<file path="src/verilog/dca_map.svh">
`ifndef DCA_MAP_SVH
`define DCA_MAP_SVH
// ----------------------------------------
// register byte offsets
// ----------------------------------------
`define DCA_OFF_POLE      8'h00
`define DCA_OFF_CURR      8'h04
`define DCA_OFF_RATED     8'h08
`define DCA_OFF_PEAKDUR   8'h0c
`define DCA_OFF_SUBMODE   8'h10
`define DCA_OFF_REDUCE    8'h14
`define DCA_OFF_ENC       8'h18
`define DCA_OFF_OPMODE    8'h1c
`define DCA_OFF_CTRL      8'h20
`define DCA_OFF_STATUS    8'h24
`define DCA_OFF_PROG      8'h28
`define DCA_OFF_NET       8'h2c
// ----------------------------------------
// reset values and codes
// ----------------------------------------
`define DCA_RST_POLE      32'h0000_0032
`define DCA_RST_PEAKDUR   32'h0000_0064
`define DCA_RST_SUBMODE   32'h0000_0008
`define DCA_SUB_STEP      32'h0000_0008
`define DCA_SUB_STEP_BRK  32'h0000_000c
`define DCA_SUB_BLDC      32'h0000_0041
`define DCA_SUB_BLDC_BRK  32'h0000_0044
`define DCA_MODE_AUTOSET  8'hfe
`define DCA_CW_START_BIT  4
`define DCA_SW_IDX_BIT    10
`define DCA_SW_DONE_BIT   12
`define DCA_TCP_PORT      16'h01f6
`define DCA_FN_ENCAP      8'h2b
`define DCA_TYPE_READ     8'h0d
`define DCA_RSP_LEN       8'h0f
`define DCA_RSP_TAIL      8'h06
`define DCA_REQ_BYTES     19
`define DCA_RSP_BYTES     20
// ----------------------------------------
// timing
// ----------------------------------------
`define DCA_CLK_MHZ       100
`define DCA_STEP_US       10
`define DCA_STEP_CYC      (`DCA_STEP_US * `DCA_CLK_MHZ)
`define DCA_DHCP_WAIT_MS  1000
`define DCA_DHCP_WAIT_CYC (`DCA_DHCP_WAIT_MS * 1000 * `DCA_CLK_MHZ)
`endif

</file>
<file path="src/verilog/dca_pkg.sv">
package dca_pkg;
    typedef enum logic [2:0] {
        ST_IDLE,
        ST_FWD,
        ST_REV,
        ST_EDGE,
        ST_DONE
    } dca_state_t;
endpackage

</file>
<file path="src/verilog/dca_drive_config.sv">
// Added by the designer: the register addresses and the AXI4-Lite slave port.
`timescale 1ns/100ps
`include "dca_map.svh"
// Behaviour
// - tcp port 502 only, one client
// - no crc bytes on tcp frames
// - function 2Bh reaches only object 6041h (statusword)
// - answer length 0F, echo, statusword, 06
// - 2030h holds pole pairs, default 50
// - 2031h holds rated or peak current
// - 203Bh rated current, peak duration 100ms
// - submode 08h stepper, 0Ch with brake
// - submode 41h brushless, 44h with brake
// - 2037h reduced standstill current in open loop
// - encoder codes 0..3 select interface
// - opmode FEh preselects auto setup
// - controlword bit 4 starts auto setup
// - statusword bit 12 marks setup done
// - statusword bit 10 reports index found
// - closed loop only after auto setup
// - setup invalidates coordinates until restart
// - measurement reversed, edges re-evaluated
// - dhcp by default, else self address
module dca_drive_config #(
    parameter int STEP_CYC      = `DCA_STEP_CYC,
    parameter int DHCP_WAIT_CYC = `DCA_DHCP_WAIT_CYC
) (
    input  wire logic        clk,
    input  wire logic        nrst,
    input  wire logic        ce,
    input  wire logic [7:0]  s_axi_awaddr,
    input  wire logic        s_axi_awvalid,
    output logic             s_axi_awready,
    input  wire logic [31:0] s_axi_wdata,
    input  wire logic [3:0]  s_axi_wstrb,
    input  wire logic        s_axi_wvalid,
    output logic             s_axi_wready,
    output logic [1:0]       s_axi_bresp,
    output logic             s_axi_bvalid,
    input  wire logic        s_axi_bready,
    input  wire logic [7:0]  s_axi_araddr,
    input  wire logic        s_axi_arvalid,
    output logic             s_axi_arready,
    output logic [31:0]      s_axi_rdata,
    output logic [1:0]       s_axi_rresp,
    output logic             s_axi_rvalid,
    input  wire logic        s_axi_rready,
    input  wire logic        conn_req,
    input  wire logic        conn_close,
    input  wire logic [15:0] conn_port,
    output logic             conn_active,
    input  wire logic        rx_valid,
    input  wire logic [7:0]  rx_data,
    input  wire logic        rx_last,
    output logic             rx_ready,
    output logic             tx_valid,
    output logic [7:0]       tx_data,
    output logic             tx_last,
    input  wire logic        tx_ready,
    input  wire logic        dhcp_offer,
    output logic             self_assigned_address,
    input  wire logic        index_pulse,
    output logic             motor_is_bldc,
    output logic             brake_en,
    output logic             standstill_red_en,
    output logic [1:0]       enc_sel,
    output logic             closed_loop_ok,
    output logic             coord_valid
);
    if (STEP_CYC < 1 || DHCP_WAIT_CYC < 1) begin : g_bad_counts
        $error("dca: counts must be at least one");
    end

    // ----------------------------------------
    // registers
    // ----------------------------------------
    logic [31:0] pole_q, curr_q, rated_q, peakdur_q, submode_q, reduce_q, enc_q, prog_q;
    logic [7:0]  opmode_q;
    logic [15:0] ctrl_q;
    logic [15:0] status;
    logic        setup_ok_q, done_q, idx_found_q, coord_valid_q, self_addr_q, conn_q;
    dca_pkg::dca_state_t st_q;

    function automatic logic mapped(input logic [7:0] a);
        mapped = (a <= `DCA_OFF_NET) && (a[1:0] == 2'b00);
    endfunction

    function automatic logic [31:0] merge(input logic [31:0] old, input logic [31:0] d, input logic [3:0] be);
        for (int i = 0; i < 4; i++) begin
            old[i*8 +: 8] = be[i] ? d[i*8 +: 8] : old[i*8 +: 8];
        end
        merge = old;
    endfunction

    // ----------------------------------------
    // axi4-lite slave
    // ----------------------------------------
    logic wr_go;
    logic rd_go;
    assign wr_go         = ce && s_axi_awvalid && s_axi_wvalid && !s_axi_bvalid;
    assign rd_go         = ce && s_axi_arvalid && !s_axi_rvalid;
    assign s_axi_awready = wr_go;
    assign s_axi_wready  = wr_go;
    assign s_axi_arready = rd_go;

    always_ff @(posedge clk) begin
        if (!nrst) begin
            s_axi_bvalid <= 1'b0;
            s_axi_bresp  <= 2'b00;
        end else if (ce) begin
            if (wr_go) begin
                s_axi_bvalid <= 1'b1;
                s_axi_bresp  <= mapped(s_axi_awaddr) ? 2'b00 : 2'b10;
            end else if (s_axi_bready) begin
                s_axi_bvalid <= 1'b0;
            end
        end
    end

    // object dictionary values, written only from software
    always_ff @(posedge clk) begin
        if (!nrst) begin
            pole_q    <= `DCA_RST_POLE;
            curr_q    <= 32'h0000_0000;
            rated_q   <= 32'h0000_0000;
            peakdur_q <= `DCA_RST_PEAKDUR;
            submode_q <= `DCA_RST_SUBMODE;
            reduce_q  <= 32'h0000_0000;
            enc_q     <= 32'h0000_0000;
            prog_q    <= 32'h0000_0000;
            opmode_q  <= 8'h00;
            ctrl_q    <= 16'h0000;
        end else if (wr_go) begin
            if (s_axi_awaddr == `DCA_OFF_POLE) begin
                pole_q <= merge(pole_q, s_axi_wdata, s_axi_wstrb);
            end else if (s_axi_awaddr == `DCA_OFF_CURR) begin
                curr_q <= merge(curr_q, s_axi_wdata, s_axi_wstrb);
            end else if (s_axi_awaddr == `DCA_OFF_RATED) begin
                rated_q <= merge(rated_q, s_axi_wdata, s_axi_wstrb);
            end else if (s_axi_awaddr == `DCA_OFF_PEAKDUR) begin
                peakdur_q <= merge(peakdur_q, s_axi_wdata, s_axi_wstrb);
            end else if (s_axi_awaddr == `DCA_OFF_SUBMODE) begin
                submode_q <= merge(submode_q, s_axi_wdata, s_axi_wstrb);
            end else if (s_axi_awaddr == `DCA_OFF_REDUCE) begin
                reduce_q <= merge(reduce_q, s_axi_wdata, s_axi_wstrb);
            end else if (s_axi_awaddr == `DCA_OFF_ENC) begin
                enc_q <= merge(enc_q, s_axi_wdata, s_axi_wstrb);
            end else if (s_axi_awaddr == `DCA_OFF_OPMODE && s_axi_wstrb[0]) begin
                opmode_q <= s_axi_wdata[7:0];
            end else if (s_axi_awaddr == `DCA_OFF_CTRL) begin
                ctrl_q <= 16'(merge({16'h0000, ctrl_q}, s_axi_wdata, s_axi_wstrb));
            end else if (s_axi_awaddr == `DCA_OFF_PROG) begin
                prog_q <= merge(prog_q, s_axi_wdata, s_axi_wstrb);
            end
        end
    end

    always_ff @(posedge clk) begin
        if (!nrst) begin
            s_axi_rvalid <= 1'b0;
            s_axi_rdata  <= 32'h0000_0000;
            s_axi_rresp  <= 2'b00;
        end else if (ce) begin
            if (rd_go) begin
                s_axi_rvalid <= 1'b1;
                s_axi_rresp  <= mapped(s_axi_araddr) ? 2'b00 : 2'b10;
                if (s_axi_araddr == `DCA_OFF_POLE) begin
                    s_axi_rdata <= pole_q;
                end else if (s_axi_araddr == `DCA_OFF_CURR) begin
                    s_axi_rdata <= curr_q;
                end else if (s_axi_araddr == `DCA_OFF_RATED) begin
                    s_axi_rdata <= rated_q;
                end else if (s_axi_araddr == `DCA_OFF_PEAKDUR) begin
                    s_axi_rdata <= peakdur_q;
                end else if (s_axi_araddr == `DCA_OFF_SUBMODE) begin
                    s_axi_rdata <= submode_q;
                end else if (s_axi_araddr == `DCA_OFF_REDUCE) begin
                    s_axi_rdata <= reduce_q;
                end else if (s_axi_araddr == `DCA_OFF_ENC) begin
                    s_axi_rdata <= enc_q;
                end else if (s_axi_araddr == `DCA_OFF_OPMODE) begin
                    s_axi_rdata <= {24'h00_0000, opmode_q};
                end else if (s_axi_araddr == `DCA_OFF_CTRL) begin
                    s_axi_rdata <= {16'h0000, ctrl_q};
                end else if (s_axi_araddr == `DCA_OFF_STATUS) begin
                    s_axi_rdata <= {16'h0000, status};
                end else if (s_axi_araddr == `DCA_OFF_PROG) begin
                    s_axi_rdata <= prog_q;
                end else if (s_axi_araddr == `DCA_OFF_NET) begin
                    s_axi_rdata <= {28'h000_0000, coord_valid_q, setup_ok_q, self_addr_q, conn_q};
                end else begin
                    s_axi_rdata <= 32'h0000_0000;
                end
            end else if (s_axi_rready) begin
                s_axi_rvalid <= 1'b0;
            end
        end
    end

    // ----------------------------------------
    // drive configuration decode
    // ----------------------------------------
    always_ff @(posedge clk) begin
        if (!nrst) begin
            motor_is_bldc     <= 1'b0;
            brake_en          <= 1'b0;
            standstill_red_en <= 1'b1;
            enc_sel           <= 2'b00;
        end else if (ce) begin
            motor_is_bldc     <= (submode_q == `DCA_SUB_BLDC) || (submode_q == `DCA_SUB_BLDC_BRK);
            brake_en          <= (submode_q == `DCA_SUB_STEP_BRK) || (submode_q == `DCA_SUB_BLDC_BRK);
            standstill_red_en <= (submode_q == `DCA_SUB_STEP) || (submode_q == `DCA_SUB_STEP_BRK);
            enc_sel           <= enc_q[1:0];
        end
    end

    // ----------------------------------------
    // auto setup sequencer
    // ----------------------------------------
    logic        op_enabled;
    logic        start_prev_q;
    logic        start_go;
    logic [31:0] step_cnt_q;
    logic        step_end;
    assign op_enabled = (ctrl_q[3:0] == 4'hf);
    // a running user program would fight the measurement, so it blocks the start
    assign start_go   = ce && (st_q == dca_pkg::ST_IDLE || st_q == dca_pkg::ST_DONE) &&
                        (opmode_q == `DCA_MODE_AUTOSET) && op_enabled && !prog_q[0] &&
                        ctrl_q[`DCA_CW_START_BIT] && !start_prev_q;
    assign step_end   = (step_cnt_q == 32'(STEP_CYC - 1));

    always_ff @(posedge clk) begin
        if (!nrst) begin
            st_q         <= dca_pkg::ST_IDLE;
            step_cnt_q   <= 32'h0000_0000;
            start_prev_q <= 1'b0;
        end else if (ce) begin
            start_prev_q <= ctrl_q[`DCA_CW_START_BIT];
            step_cnt_q   <= (st_q == dca_pkg::ST_IDLE || st_q == dca_pkg::ST_DONE || step_end) ?
                            32'h0000_0000 : step_cnt_q + 32'h0000_0001;
            case (st_q)
                dca_pkg::ST_IDLE, dca_pkg::ST_DONE: begin
                    if (start_go) st_q <= dca_pkg::ST_FWD;
                end
                dca_pkg::ST_FWD: begin
                    if (step_end) st_q <= dca_pkg::ST_REV;
                end
                dca_pkg::ST_REV: begin
                    if (step_end) st_q <= dca_pkg::ST_EDGE;
                end
                dca_pkg::ST_EDGE: begin
                    if (step_end) st_q <= dca_pkg::ST_DONE;
                end
                default: st_q <= dca_pkg::ST_IDLE;
            endcase
        end
    end

    // coordinates stay invalid until the next reset; homing does not help
    always_ff @(posedge clk) begin
        if (!nrst) begin
            done_q        <= 1'b0;
            idx_found_q   <= 1'b0;
            setup_ok_q    <= 1'b0;
            coord_valid_q <= 1'b1;
        end else if (ce) begin
            if (start_go) begin
                done_q      <= 1'b0;
                idx_found_q <= 1'b0;
            end else if (st_q != dca_pkg::ST_IDLE && st_q != dca_pkg::ST_DONE && index_pulse) begin
                idx_found_q <= 1'b1;
            end
            if (st_q == dca_pkg::ST_EDGE && step_end) begin
                done_q        <= 1'b1;
                setup_ok_q    <= 1'b1;
                coord_valid_q <= 1'b0;
            end
        end
    end

    assign status = {3'b000, done_q, 1'b0, idx_found_q && done_q, 7'h00, op_enabled, op_enabled, op_enabled};
    assign closed_loop_ok = setup_ok_q;
    assign coord_valid    = coord_valid_q;

    // ----------------------------------------
    // network address and connection
    // ----------------------------------------
    logic [31:0] dhcp_cnt_q;
    always_ff @(posedge clk) begin
        if (!nrst) begin
            dhcp_cnt_q  <= 32'h0000_0000;
            self_addr_q <= 1'b0;
        end else if (ce) begin
            if (dhcp_offer) begin
                dhcp_cnt_q  <= 32'h0000_0000;
                self_addr_q <= 1'b0;
            end else if (dhcp_cnt_q == 32'(DHCP_WAIT_CYC - 1)) begin
                self_addr_q <= 1'b1;
            end else begin
                dhcp_cnt_q <= dhcp_cnt_q + 32'h0000_0001;
            end
        end
    end
    assign self_assigned_address = self_addr_q;

    always_ff @(posedge clk) begin
        if (!nrst) begin
            conn_q <= 1'b0;
        end else if (ce) begin
            if (conn_close) begin
                conn_q <= 1'b0;
            end else if (conn_req && !conn_q && conn_port == `DCA_TCP_PORT) begin
                conn_q <= 1'b1;
            end
        end
    end
    assign conn_active = conn_q;

    // ----------------------------------------
    // frame engine
    // ----------------------------------------
    logic [7:0]  req_q [0:`DCA_REQ_BYTES-1];
    logic [4:0]  rx_cnt_q;
    logic [4:0]  tx_idx_q;
    logic        tx_busy_q;
    logic [15:0] sw_snap_q;
    logic        req_ok;
    logic        rx_take;
    logic        tx_step;

    // one request at a time; no crc is ever expected or sent
    assign rx_ready = conn_q && !tx_busy_q;
    assign rx_take  = ce && rx_valid && rx_ready;
    assign tx_step  = ce && tx_busy_q && tx_ready;
    assign tx_valid = tx_busy_q;
    assign req_ok   = (rx_cnt_q == 5'(`DCA_REQ_BYTES - 1)) && (req_q[7] == `DCA_FN_ENCAP) &&
                      (req_q[8] == `DCA_TYPE_READ) && (req_q[12] == 8'h60) && (req_q[13] == 8'h41) &&
                      (rx_data == 8'h02);

    function automatic logic [7:0] rsp_byte(input logic [4:0] i, input logic [15:0] sw);
        if (i < 5'd4) begin
            rsp_byte = req_q[i];
        end else if (i == 5'd4) begin
            rsp_byte = `DCA_RSP_LEN;
        end else if (i == 5'd5) begin
            rsp_byte = 8'h00;
        end else if (i < 5'd17) begin
            rsp_byte = req_q[i + 5'd1];
        end else if (i == 5'd17) begin
            rsp_byte = sw[7:0];
        end else if (i == 5'd18) begin
            rsp_byte = sw[15:8];
        end else begin
            rsp_byte = `DCA_RSP_TAIL;
        end
    endfunction

    always_ff @(posedge clk) begin
        if (rx_take) begin
            req_q[rx_cnt_q] <= rx_data;
        end
    end

    always_ff @(posedge clk) begin
        if (!nrst) begin
            rx_cnt_q  <= 5'd0;
            tx_busy_q <= 1'b0;
            tx_idx_q  <= 5'd0;
            tx_data   <= 8'h00;
            tx_last   <= 1'b0;
            sw_snap_q <= 16'h0000;
        end else if (ce) begin
            if (rx_take) begin
                rx_cnt_q <= rx_last ? 5'd0 : (rx_cnt_q == 5'(`DCA_REQ_BYTES - 1) ? rx_cnt_q : rx_cnt_q + 5'd1);
                if (rx_last && req_ok) begin
                    tx_busy_q <= 1'b1;
                    tx_idx_q  <= 5'd0;
                    tx_data   <= req_q[0];
                    tx_last   <= 1'b0;
                    sw_snap_q <= status;
                end
            end else if (tx_step) begin
                if (tx_last) begin
                    tx_busy_q <= 1'b0;
                    tx_last   <= 1'b0;
                end else begin
                    tx_idx_q <= tx_idx_q + 5'd1;
                    tx_data  <= rsp_byte(tx_idx_q + 5'd1, sw_snap_q);
                    tx_last  <= (tx_idx_q == 5'(`DCA_RSP_BYTES - 2));
                end
            end
        end
    end
endmodule // dca_drive_config

</file>
<file path="config.mk">
export PLATFORM = sky130hd
export DESIGN_NAME = dca_drive_config
export DESIGN_NICKNAME = d
export VERILOG_FILES = /design/src/verilog/dca_pkg.sv /design/src/verilog/dca_drive_config.sv
export VERILOG_INCLUDE_DIRS = /design/src /design/src/verilog
export SDC_FILE = /design/constraint.sdc
export NUM_CORES = 1
export LEC_CHECK = 0
export BUFFER_PORTS_ARGS = -buffer_cell sky130_fd_sc_hd__buf_2
export CAP_MARGIN = 20
export CORE_AREA = 2 2 332 334
export CTS_CLUSTER_DIAMETER = 100
export DETAILED_ROUTE_END_ITERATION = 6
export DIE_AREA = 0 0 334 336
export PLACE_DENSITY = 0.36
export SYNTH_ARGS = -nofsm -noshare
export SYNTH_HDL_FRONTEND = slang
export SYNTH_SLANG_ARGS = --single-unit
</file>
<file path="constraint.sdc">
create_clock -name clk -period 4.6 [get_ports clk]
set_input_delay 0.23 -clock clk [delete_from_list [all_inputs] [get_ports clk]]
set_output_delay 0.23 -clock clk [all_outputs]
set_load 0.05 [all_outputs]
</file>
==> results of run 1 <==
[metal layers]
| layer | routed length [µm] | part of all wire | vias up |
|---|---|---|---|
| met5 | 7 | 0.000070 | - |
| met4 | 2510 | 0.025 | 2 |
| met3 | 6900 | 0.069 | 147 |
| met2 | 43800 | 0.44 | 775 |
| met1 | 46700 | 0.47 | 11355 |
| li1 | - | - | 10760 |
[worst min-delay path by stage]
stage                     end  slack, ns  depth (start not counted)
2_1_floorplan     req_q[0][0]       0.33                          0
3_3_place_gp    peakdur_q[18]       0.45                          2
3_5_place_dp   s_axi_rdata[9]       0.45                          2
4_1_cts             pole_q[3]      0.001                          3
5_1_grt             pole_q[3]       0.04                          3
6_report          req_q[7][1]       0.04                          1
[kinds of logic (layout without fill, tap and decap cells)]
kind of cell	after synthesis	in the layout	synth area share
AND/OR/NAND/NOR	1177	1177	0.203
flip-flops	578	578	0.488
multiplexers	119	119	0.0658
buffers and inverters	273	432	0.0399
other	1	7	0.000139
XOR/XNOR	68	68	0.0224
AO/OA/AOI/OAI	702	702	0.175
adder cells (fa/ha/maj)	12	12	0.00557
[cell usage after synthesis (31+ instances only)]
library cell | instances | area (µm²)
a21oi_1 | 111 | 556
nand3_1 | 321 | 1610
o21ai_0 | 142 | 711
a22oi_1 | 35 | 263
nand2_1 | 462 | 1730
edfxtp_1 | 160 | 4800
inv_1 | 31 | 116
dfxtp_1 | 418 | 8370
a21boi_0 | 271 | 2030
xor2_1 | 44 | 385
mux2i_1 | 60 | 601
nor2_1 | 174 | 653
clkbuf_1 | 200 | 751
mux4_2 | 44 | 991
[state kept, by name, summed over array words and instances, names as in the netlist, 2 cells and up]
register and count:
ctrl_q 16, curr_q 32, dhcp_cnt_q 32, enc_q 32
enc_sel 2, opmode_q 8, peakdur_q 32, pole_q 32
prog_q 32, rated_q 32, reduce_q 32, req_q 160
rx_cnt_q 5, s_axi_rdata 32, st_q 3, step_cnt_q 32
submode_q 32, sw_snap_q 3, tx_data 8, tx_idx_q 5
[report_power, final]
group	switching, µW	internal (µW)	total [µW]
Sequential	21.1	5240	5270
Clock	2400	3530	5930
Combinational	413	164	577
[through the flow]
| stage | power, µW | instance area, µm² | utilization | setup slack [ns] | hold WS [ns] |
|---|---|---|---|---|---|
| global placement | 5920 | 29200 | 0.270 | 0.867 | 0.447 |
| floorplan | 5680 | 27000 | - | 0.995 | 0.329 |
| finish | 11800 | 32200 | 0.297 | 0.839 | 0.0388 |
| CTS | 12000 | 32200 | 0.297 | 0.929 | 0.00148 |
| detailed placement | 5920 | 29300 | 0.270 | 0.952 | 0.451 |
| global route | 12200 | 32200 | 0.297 | 0.652 | 0.0377 |
[area by class of cell]
class                           instances  share of cell area
Multi-Input combinational cell       2080               0.398
Clock inverter                         31             0.00827
Tap cell                             1414              0.0549
Antenna cell                            5            0.000388
Sequential cell                       578               0.409
Inverter                               33             0.00384
Clock buffer                          104              0.0695
Timing Repair Buffer                  264              0.0561
[timing repair]
item | in CTS | in global routing
hold buffers | 40 | 0
endpoints found under the setup margin | 0 | 0
endpoints found under the hold margin | 257 | 0
==> run metrics, run 1 <==
result of the run finished, final reports clean; Crit path arrival time ~4.3 ns; number of fill cells 11.3k; Critical Path, Cell by Cell ha_1, xor2_1, a311o_1, and2_4, mux2_2, a221o_1, o21ai_1, a21oi_1; maximum level of the CTS H-tree 3; total global routing track utilization 0.175; global route hottest layer met2; areal power density over the cells between 300 and 400 nW/µm²; Synth Cell Area around 27000 µm²; initial standard-cell utilization of the core 0.249; grt ovf 0; most common cell after layout, fill and taps aside nand2_1; number of cells on the critical path 8; share of layout cells above drive strength 1 0.142; FF-to-FF End tx_data[2]; total of flip-flops plus latches after synthesis roughly 580; clock input transition at the sequential cells of the worst setup and hold paths about 0.06 ns; total CTS buffers 74; CP max stage delay 0.74 ns; Worst Reg-to-Reg Cells 8; via total after detailed routing between 20k and 25k; setup repair after global routing missed its margin no; portion of the post-synthesis area used by sequential elements 0.488; fin crit share 0.818; number of distinct library cells after synthesis 80; CP endpoint kind flip-flop; total wire length after detailed routing 100000 µm; met2 GRT Util 0.266; max-cap violation count 0; time the final worst path needs with I/O delays and setup 3.76 ns; peak clock frequency supported by timing ~270 MHz; fin cells between 4k and 5k; worst min path class in -> reg; combined area of the multi-input logic cells about 13000 µm²; Die Y-Extent approximately 340 µm; final number of hold-violating endpoints 0; Port Buf Inserts 149; routed length per instance 22.2 µm; placed wire-length estimate after detailed placement 68800 µm; Iteration-0 DRC Markers ~2k; commonest cells after routing, fill and taps aside nand2_1, dfxtp_1, nand3_1, a21boi_0, nor2_1; initial antenna violation count 5; flop-to-flop setup slack around 0.84 ns; IR Drop Worst-Case VDD ~0.24 mV; average vias per placed instance 5.11; Hold Path Origin rx_data[1]; Setup Fix Bufs, Post-CTS 0; nature of the critical path startpoint flip-flop; worst slew margin relative to its limit 0.283; drt first pass iters 5; number of enable-type register cells in the synthesized netlist 160; dominant delay contributor by cell family on the critical path compound AO/OA/AOI/OAI gates; met3 demand-to-capacity share in global routing 0.0359; DRC violations left 0; slowest cell on the critical path xor2_1; Layout Area Growth over Synthesis 19.5%; met1 usage 0.247; wire length of the first global-routing pass 148000 µm; via count of the first global-routing pass roughly 22k; startpoint of the worst setup timing path tx_idx_q[1]; net count of the finished layout ~3.1k; Warnings, synthesis 0; Ports approximately 150; worst flop-to-flop path startpoint tx_idx_q[1]; storage element area around 13000 µm²; capture point of the worst path tx_data[2]; overall die width 334 µm; # placed instances 4328; count of mapped cells out of synthesis just under 3k; clock tree from TritonCTS built; ys flop type dfxtp_1; Leak Pwr around 0.011 µW; latest clock arrival within the worst-skew pair 0.65 ns; final setup violation count 0; post-route clock skew 0.0296 ns; remaining antenna violation count 0; Root Buffer Master clkbuf_16; final RePlAce weighted congestion 0.837; area of the core approximately 110000 µm²; number of slew-limit violations in the final report 0; Std-Cell Rows about 120; required time at the worst-slack endpoint about 5.1 ns; path type of the worst setup path reg -> reg; buffer depth of the longest clock path 3; Avg Inst Size Synth between 9 and 10 µm²; area enclosed by the die boundary between 100000 and 150000 µm²; quantity of gates resized following cts 0; Least-Margin Pin Slew between 1 and 1.5 ns; share of synthesized registers carrying an async set or reset 0; Worst Path Buf+Inv 0; clock sink total around 580; total negative slack 0 ns; largest fanout of any net on the critical path 22; largest net degree at the start of global routing approximately 120
No activity file was read; power rests on OpenSTA's default activity.
==> inputs of run 2 (changes only) <==
--- a/config.mk
+++ b/config.mk
@@ -12,7 +12,7 @@
 export CTS_CLUSTER_DIAMETER = 100
 export DETAILED_ROUTE_END_ITERATION = 6
 export DIE_AREA = 0 0 334 336
-export PLACE_DENSITY = 0.36
+export PLACE_DENSITY = 0.38
 export SYNTH_ARGS = -nofsm -noshare
 export SYNTH_HDL_FRONTEND = slang
 export SYNTH_SLANG_ARGS = --single-unit
==> constraint.sdc (replaced) <==
create_clock -name clk -period 3.3 [get_ports clk]
set_input_delay 0.165 -clock clk [delete_from_list [all_inputs] [get_ports clk]]
set_output_delay 0.165 -clock clk [all_outputs]
set_load 0.05 [all_outputs]
==> run metrics, run 2 (synthesis results as in run 1) <==
result of the run complete, but fails checks; violated checks DRC; Finished Cell Area 32500 µm² (+0.76%); highest routed metal layer met4; Met1 Routed Length 46200 µm (-1.1%); worst slack at placement 0.204 ns (-0.748 ns); fraction of power spent switching nets 0.235 (-0.00580); flop-to-flop setup slack 0.23 ns (-0.61 ns); Critical Path, Cell by Cell ha_1, inv_1, xnor2_2, buf_4, mux4_2, mux2i_1, mux2_2, o211ai_1, a22o_1; WHS Endpoint req_q[1][4]; internal power 12400 µW (+39%); average vias per placed instance 5.06 (-1.0%); # placed instances 4373 (+1.0%); clock input transition at the sequential cells of the worst setup and hold paths 0.06 ns (about the same); Root Buffer Master clkbuf_16; Port Buf Inserts 149 (unchanged); Setup Fix Bufs, Post-CTS 0 (unchanged); area enclosed by the die boundary 112000 µm² (unchanged); Std-Cell Rows 121 (unchanged); via total after detailed routing 23.0k (-0.18%); post-route clock skew 0.0392 ns (+0.00952 ns); number of fill cells 11.3k (+0.22%); time the final worst path needs with I/O delays and setup 3.07 ns (-0.692 ns); area of the core 108000 µm² (unchanged); total global routing track utilization 0.170 (-0.00530); storage element area 13200 µm² (unchanged); total wire length after detailed routing 97100 µm (-2.9%); share of layout cells above drive strength 1 0.146 (+0.00435); final RePlAce weighted congestion 0.799 (-4.4%); initial antenna violation count 4 (-1); areal power density over the cells 500 nW/µm² (+37%); buffer depth of the longest clock path 3 (unchanged); crit path setup slack, layout 0.231 ns (-0.608 ns); initial standard-cell utilization of the core 0.249 (unchanged); nature of the critical path startpoint flip-flop; largest net degree at the start of global routing 112 (-5.9%); drt first pass iters 7 (+2); CP max stage delay 0.55 ns (-0.19 ns); maximum level of the CTS H-tree 3 (unchanged); Leak Pwr 0.0107 µW (+1.3%); worst slew margin relative to its limit 0.440 (+0.157); largest fanout of any net on the critical path 22 (unchanged); post-placement cell area 29600 µm² (+1.2%); Iteration-0 DRC Markers 1766 (-14%); worst hold slack across all endpoints 0.0381 ns (-0.000708 ns); Hold Path Origin rx_data[4]; relative contribution of the clock network to total power 0.498 (-0.006); peak clock frequency supported by timing 326 MHz (+23%); Crit path arrival time 3.59 ns (-0.69 ns); setup repair after global routing missed its margin no; Routed met3 length 5400 µm (-22%); total negative slack 0 ns (unchanged); worst min path class in -> reg; fin crit share 0.930 (+0.112); remaining antenna violation count 0 (unchanged); slowest cell on the critical path ha_1; latest clock arrival within the worst-skew pair 0.63 ns (-0.02 ns); wire length of the first global-routing pass 146000 µm (-1.8%); combinational cell fraction of total power 0.051 (+0.002); DRC violations left 12 (+12); net count of the finished layout 3181 (+1.5%); required time at the worst-slack endpoint 3.82 ns (-1.29 ns); commonest cells after routing, fill and taps aside nand2_1, dfxtp_1, nand3_1, a21boi_0, nor2_1; grt ovf 0 (unchanged); fin cells 4547 (+0.84%); Layout Area Growth over Synthesis 20.4%; Ports 152 (unchanged); Most flops, register req_q; most common cell after layout, fill and taps aside nand2_1; IR Drop Worst-Case VDD 0.380 mV (+61%); Worst Reg-to-Reg Cells 9 (+1); placed wire-length estimate after detailed placement 68600 µm (-0.33%); path type of the worst setup path reg -> reg; overall die width 334 µm (unchanged); routed length per instance 21.4 µm (-3.7%); switching power total 3810 µW (+35%); number of slew-limit violations in the final report 0 (unchanged); power share of the sequential group 0.452 (+0.005); FF-to-FF End tx_data[0]; flip-flop count of the largest register after layout 160 (unchanged); Die Y-Extent 336 µm (unchanged); dominant delay contributor by cell family on the critical path multiplexers; total CTS buffers 70 (-5.4%); hold path cells 2 (+1); max-cap violation count 0 (unchanged); via count of the first global-routing pass 22.6k (+2.6%); Worst Path Buf+Inv 2 (+2); Least-Margin Pin Slew 0.840 ns (-0.231 ns); final number of hold-violating endpoints 0 (unchanged); met2 wire len 43400 µm (-0.92%); clock tree from TritonCTS built; worst flop-to-flop path startpoint tx_idx_q[1]; final setup violation count 0 (unchanged); combined area of the multi-input logic cells 12800 µm² (about the same); clock sink total 578 (unchanged); CP endpoint kind flip-flop
[run 2: cell type report]
cell class | instances | share of cell area
antenna | 5 | 0.000385
clock buffer | 98 | 0.0590
multi-input combinational | 2080 | 0.395
sequential | 578 | 0.406
inverter | 33 | 0.00381
clock inverter | 24 | 0.0136
timing repair buffer | 315 | 0.0682
tap | 1414 | 0.0545
[run 2: worst max path at each step]
stage | start | slack (ns) | to | depth (start not counted)
floorplan | tx_idx_q[0] | 0.03 | tx_data[4] | 14
global placement | s_axi_araddr[3] | 0.22 | s_axi_rdata[3] | 8
detailed placement | s_axi_araddr[3] | 0.20 | s_axi_rdata[3] | 8
CTS | tx_idx_q[1] | 0.26 | tx_data[5] | 8
global route | tx_idx_q[1] | 0.04 | tx_data[0] | 9
finish | tx_idx_q[1] | 0.23 | tx_data[0] | 9
[run 2: metal layers]
layer	track usage	up-vias
met2	0.266	640
met5	0	-
met3	0.0275	142
met4	0.0449	0
met1	0.241	11389
li1	-	10827
[run 2: what timing repair did]
action | CTS | global route
hold buffers | 47 | 0
hold endpoints to repair | 344 | 0
gates resized for setup | 0 | 0
[run 2: metrics by stage]
step                      power [µW]   util
final                          16200  0.300
after global routing           16800  0.300
after CTS                      16500  0.299
after detailed placement        8270  0.273
after global placement          8260  0.273
after floorplan                 7920      -
[run 2: power by group through the flow]
stage / sequential, µW / combinational [µW] / clock (µW)
floorplan: 7560 / 359 / 0
global placement: 7490 / 774 / 0
detailed placement: 7490 / 780 / 0
CTS: 7340 / 825 / 8320
global route: 7340 / 877 / 8590
finish: 7340 / 820 / 8080
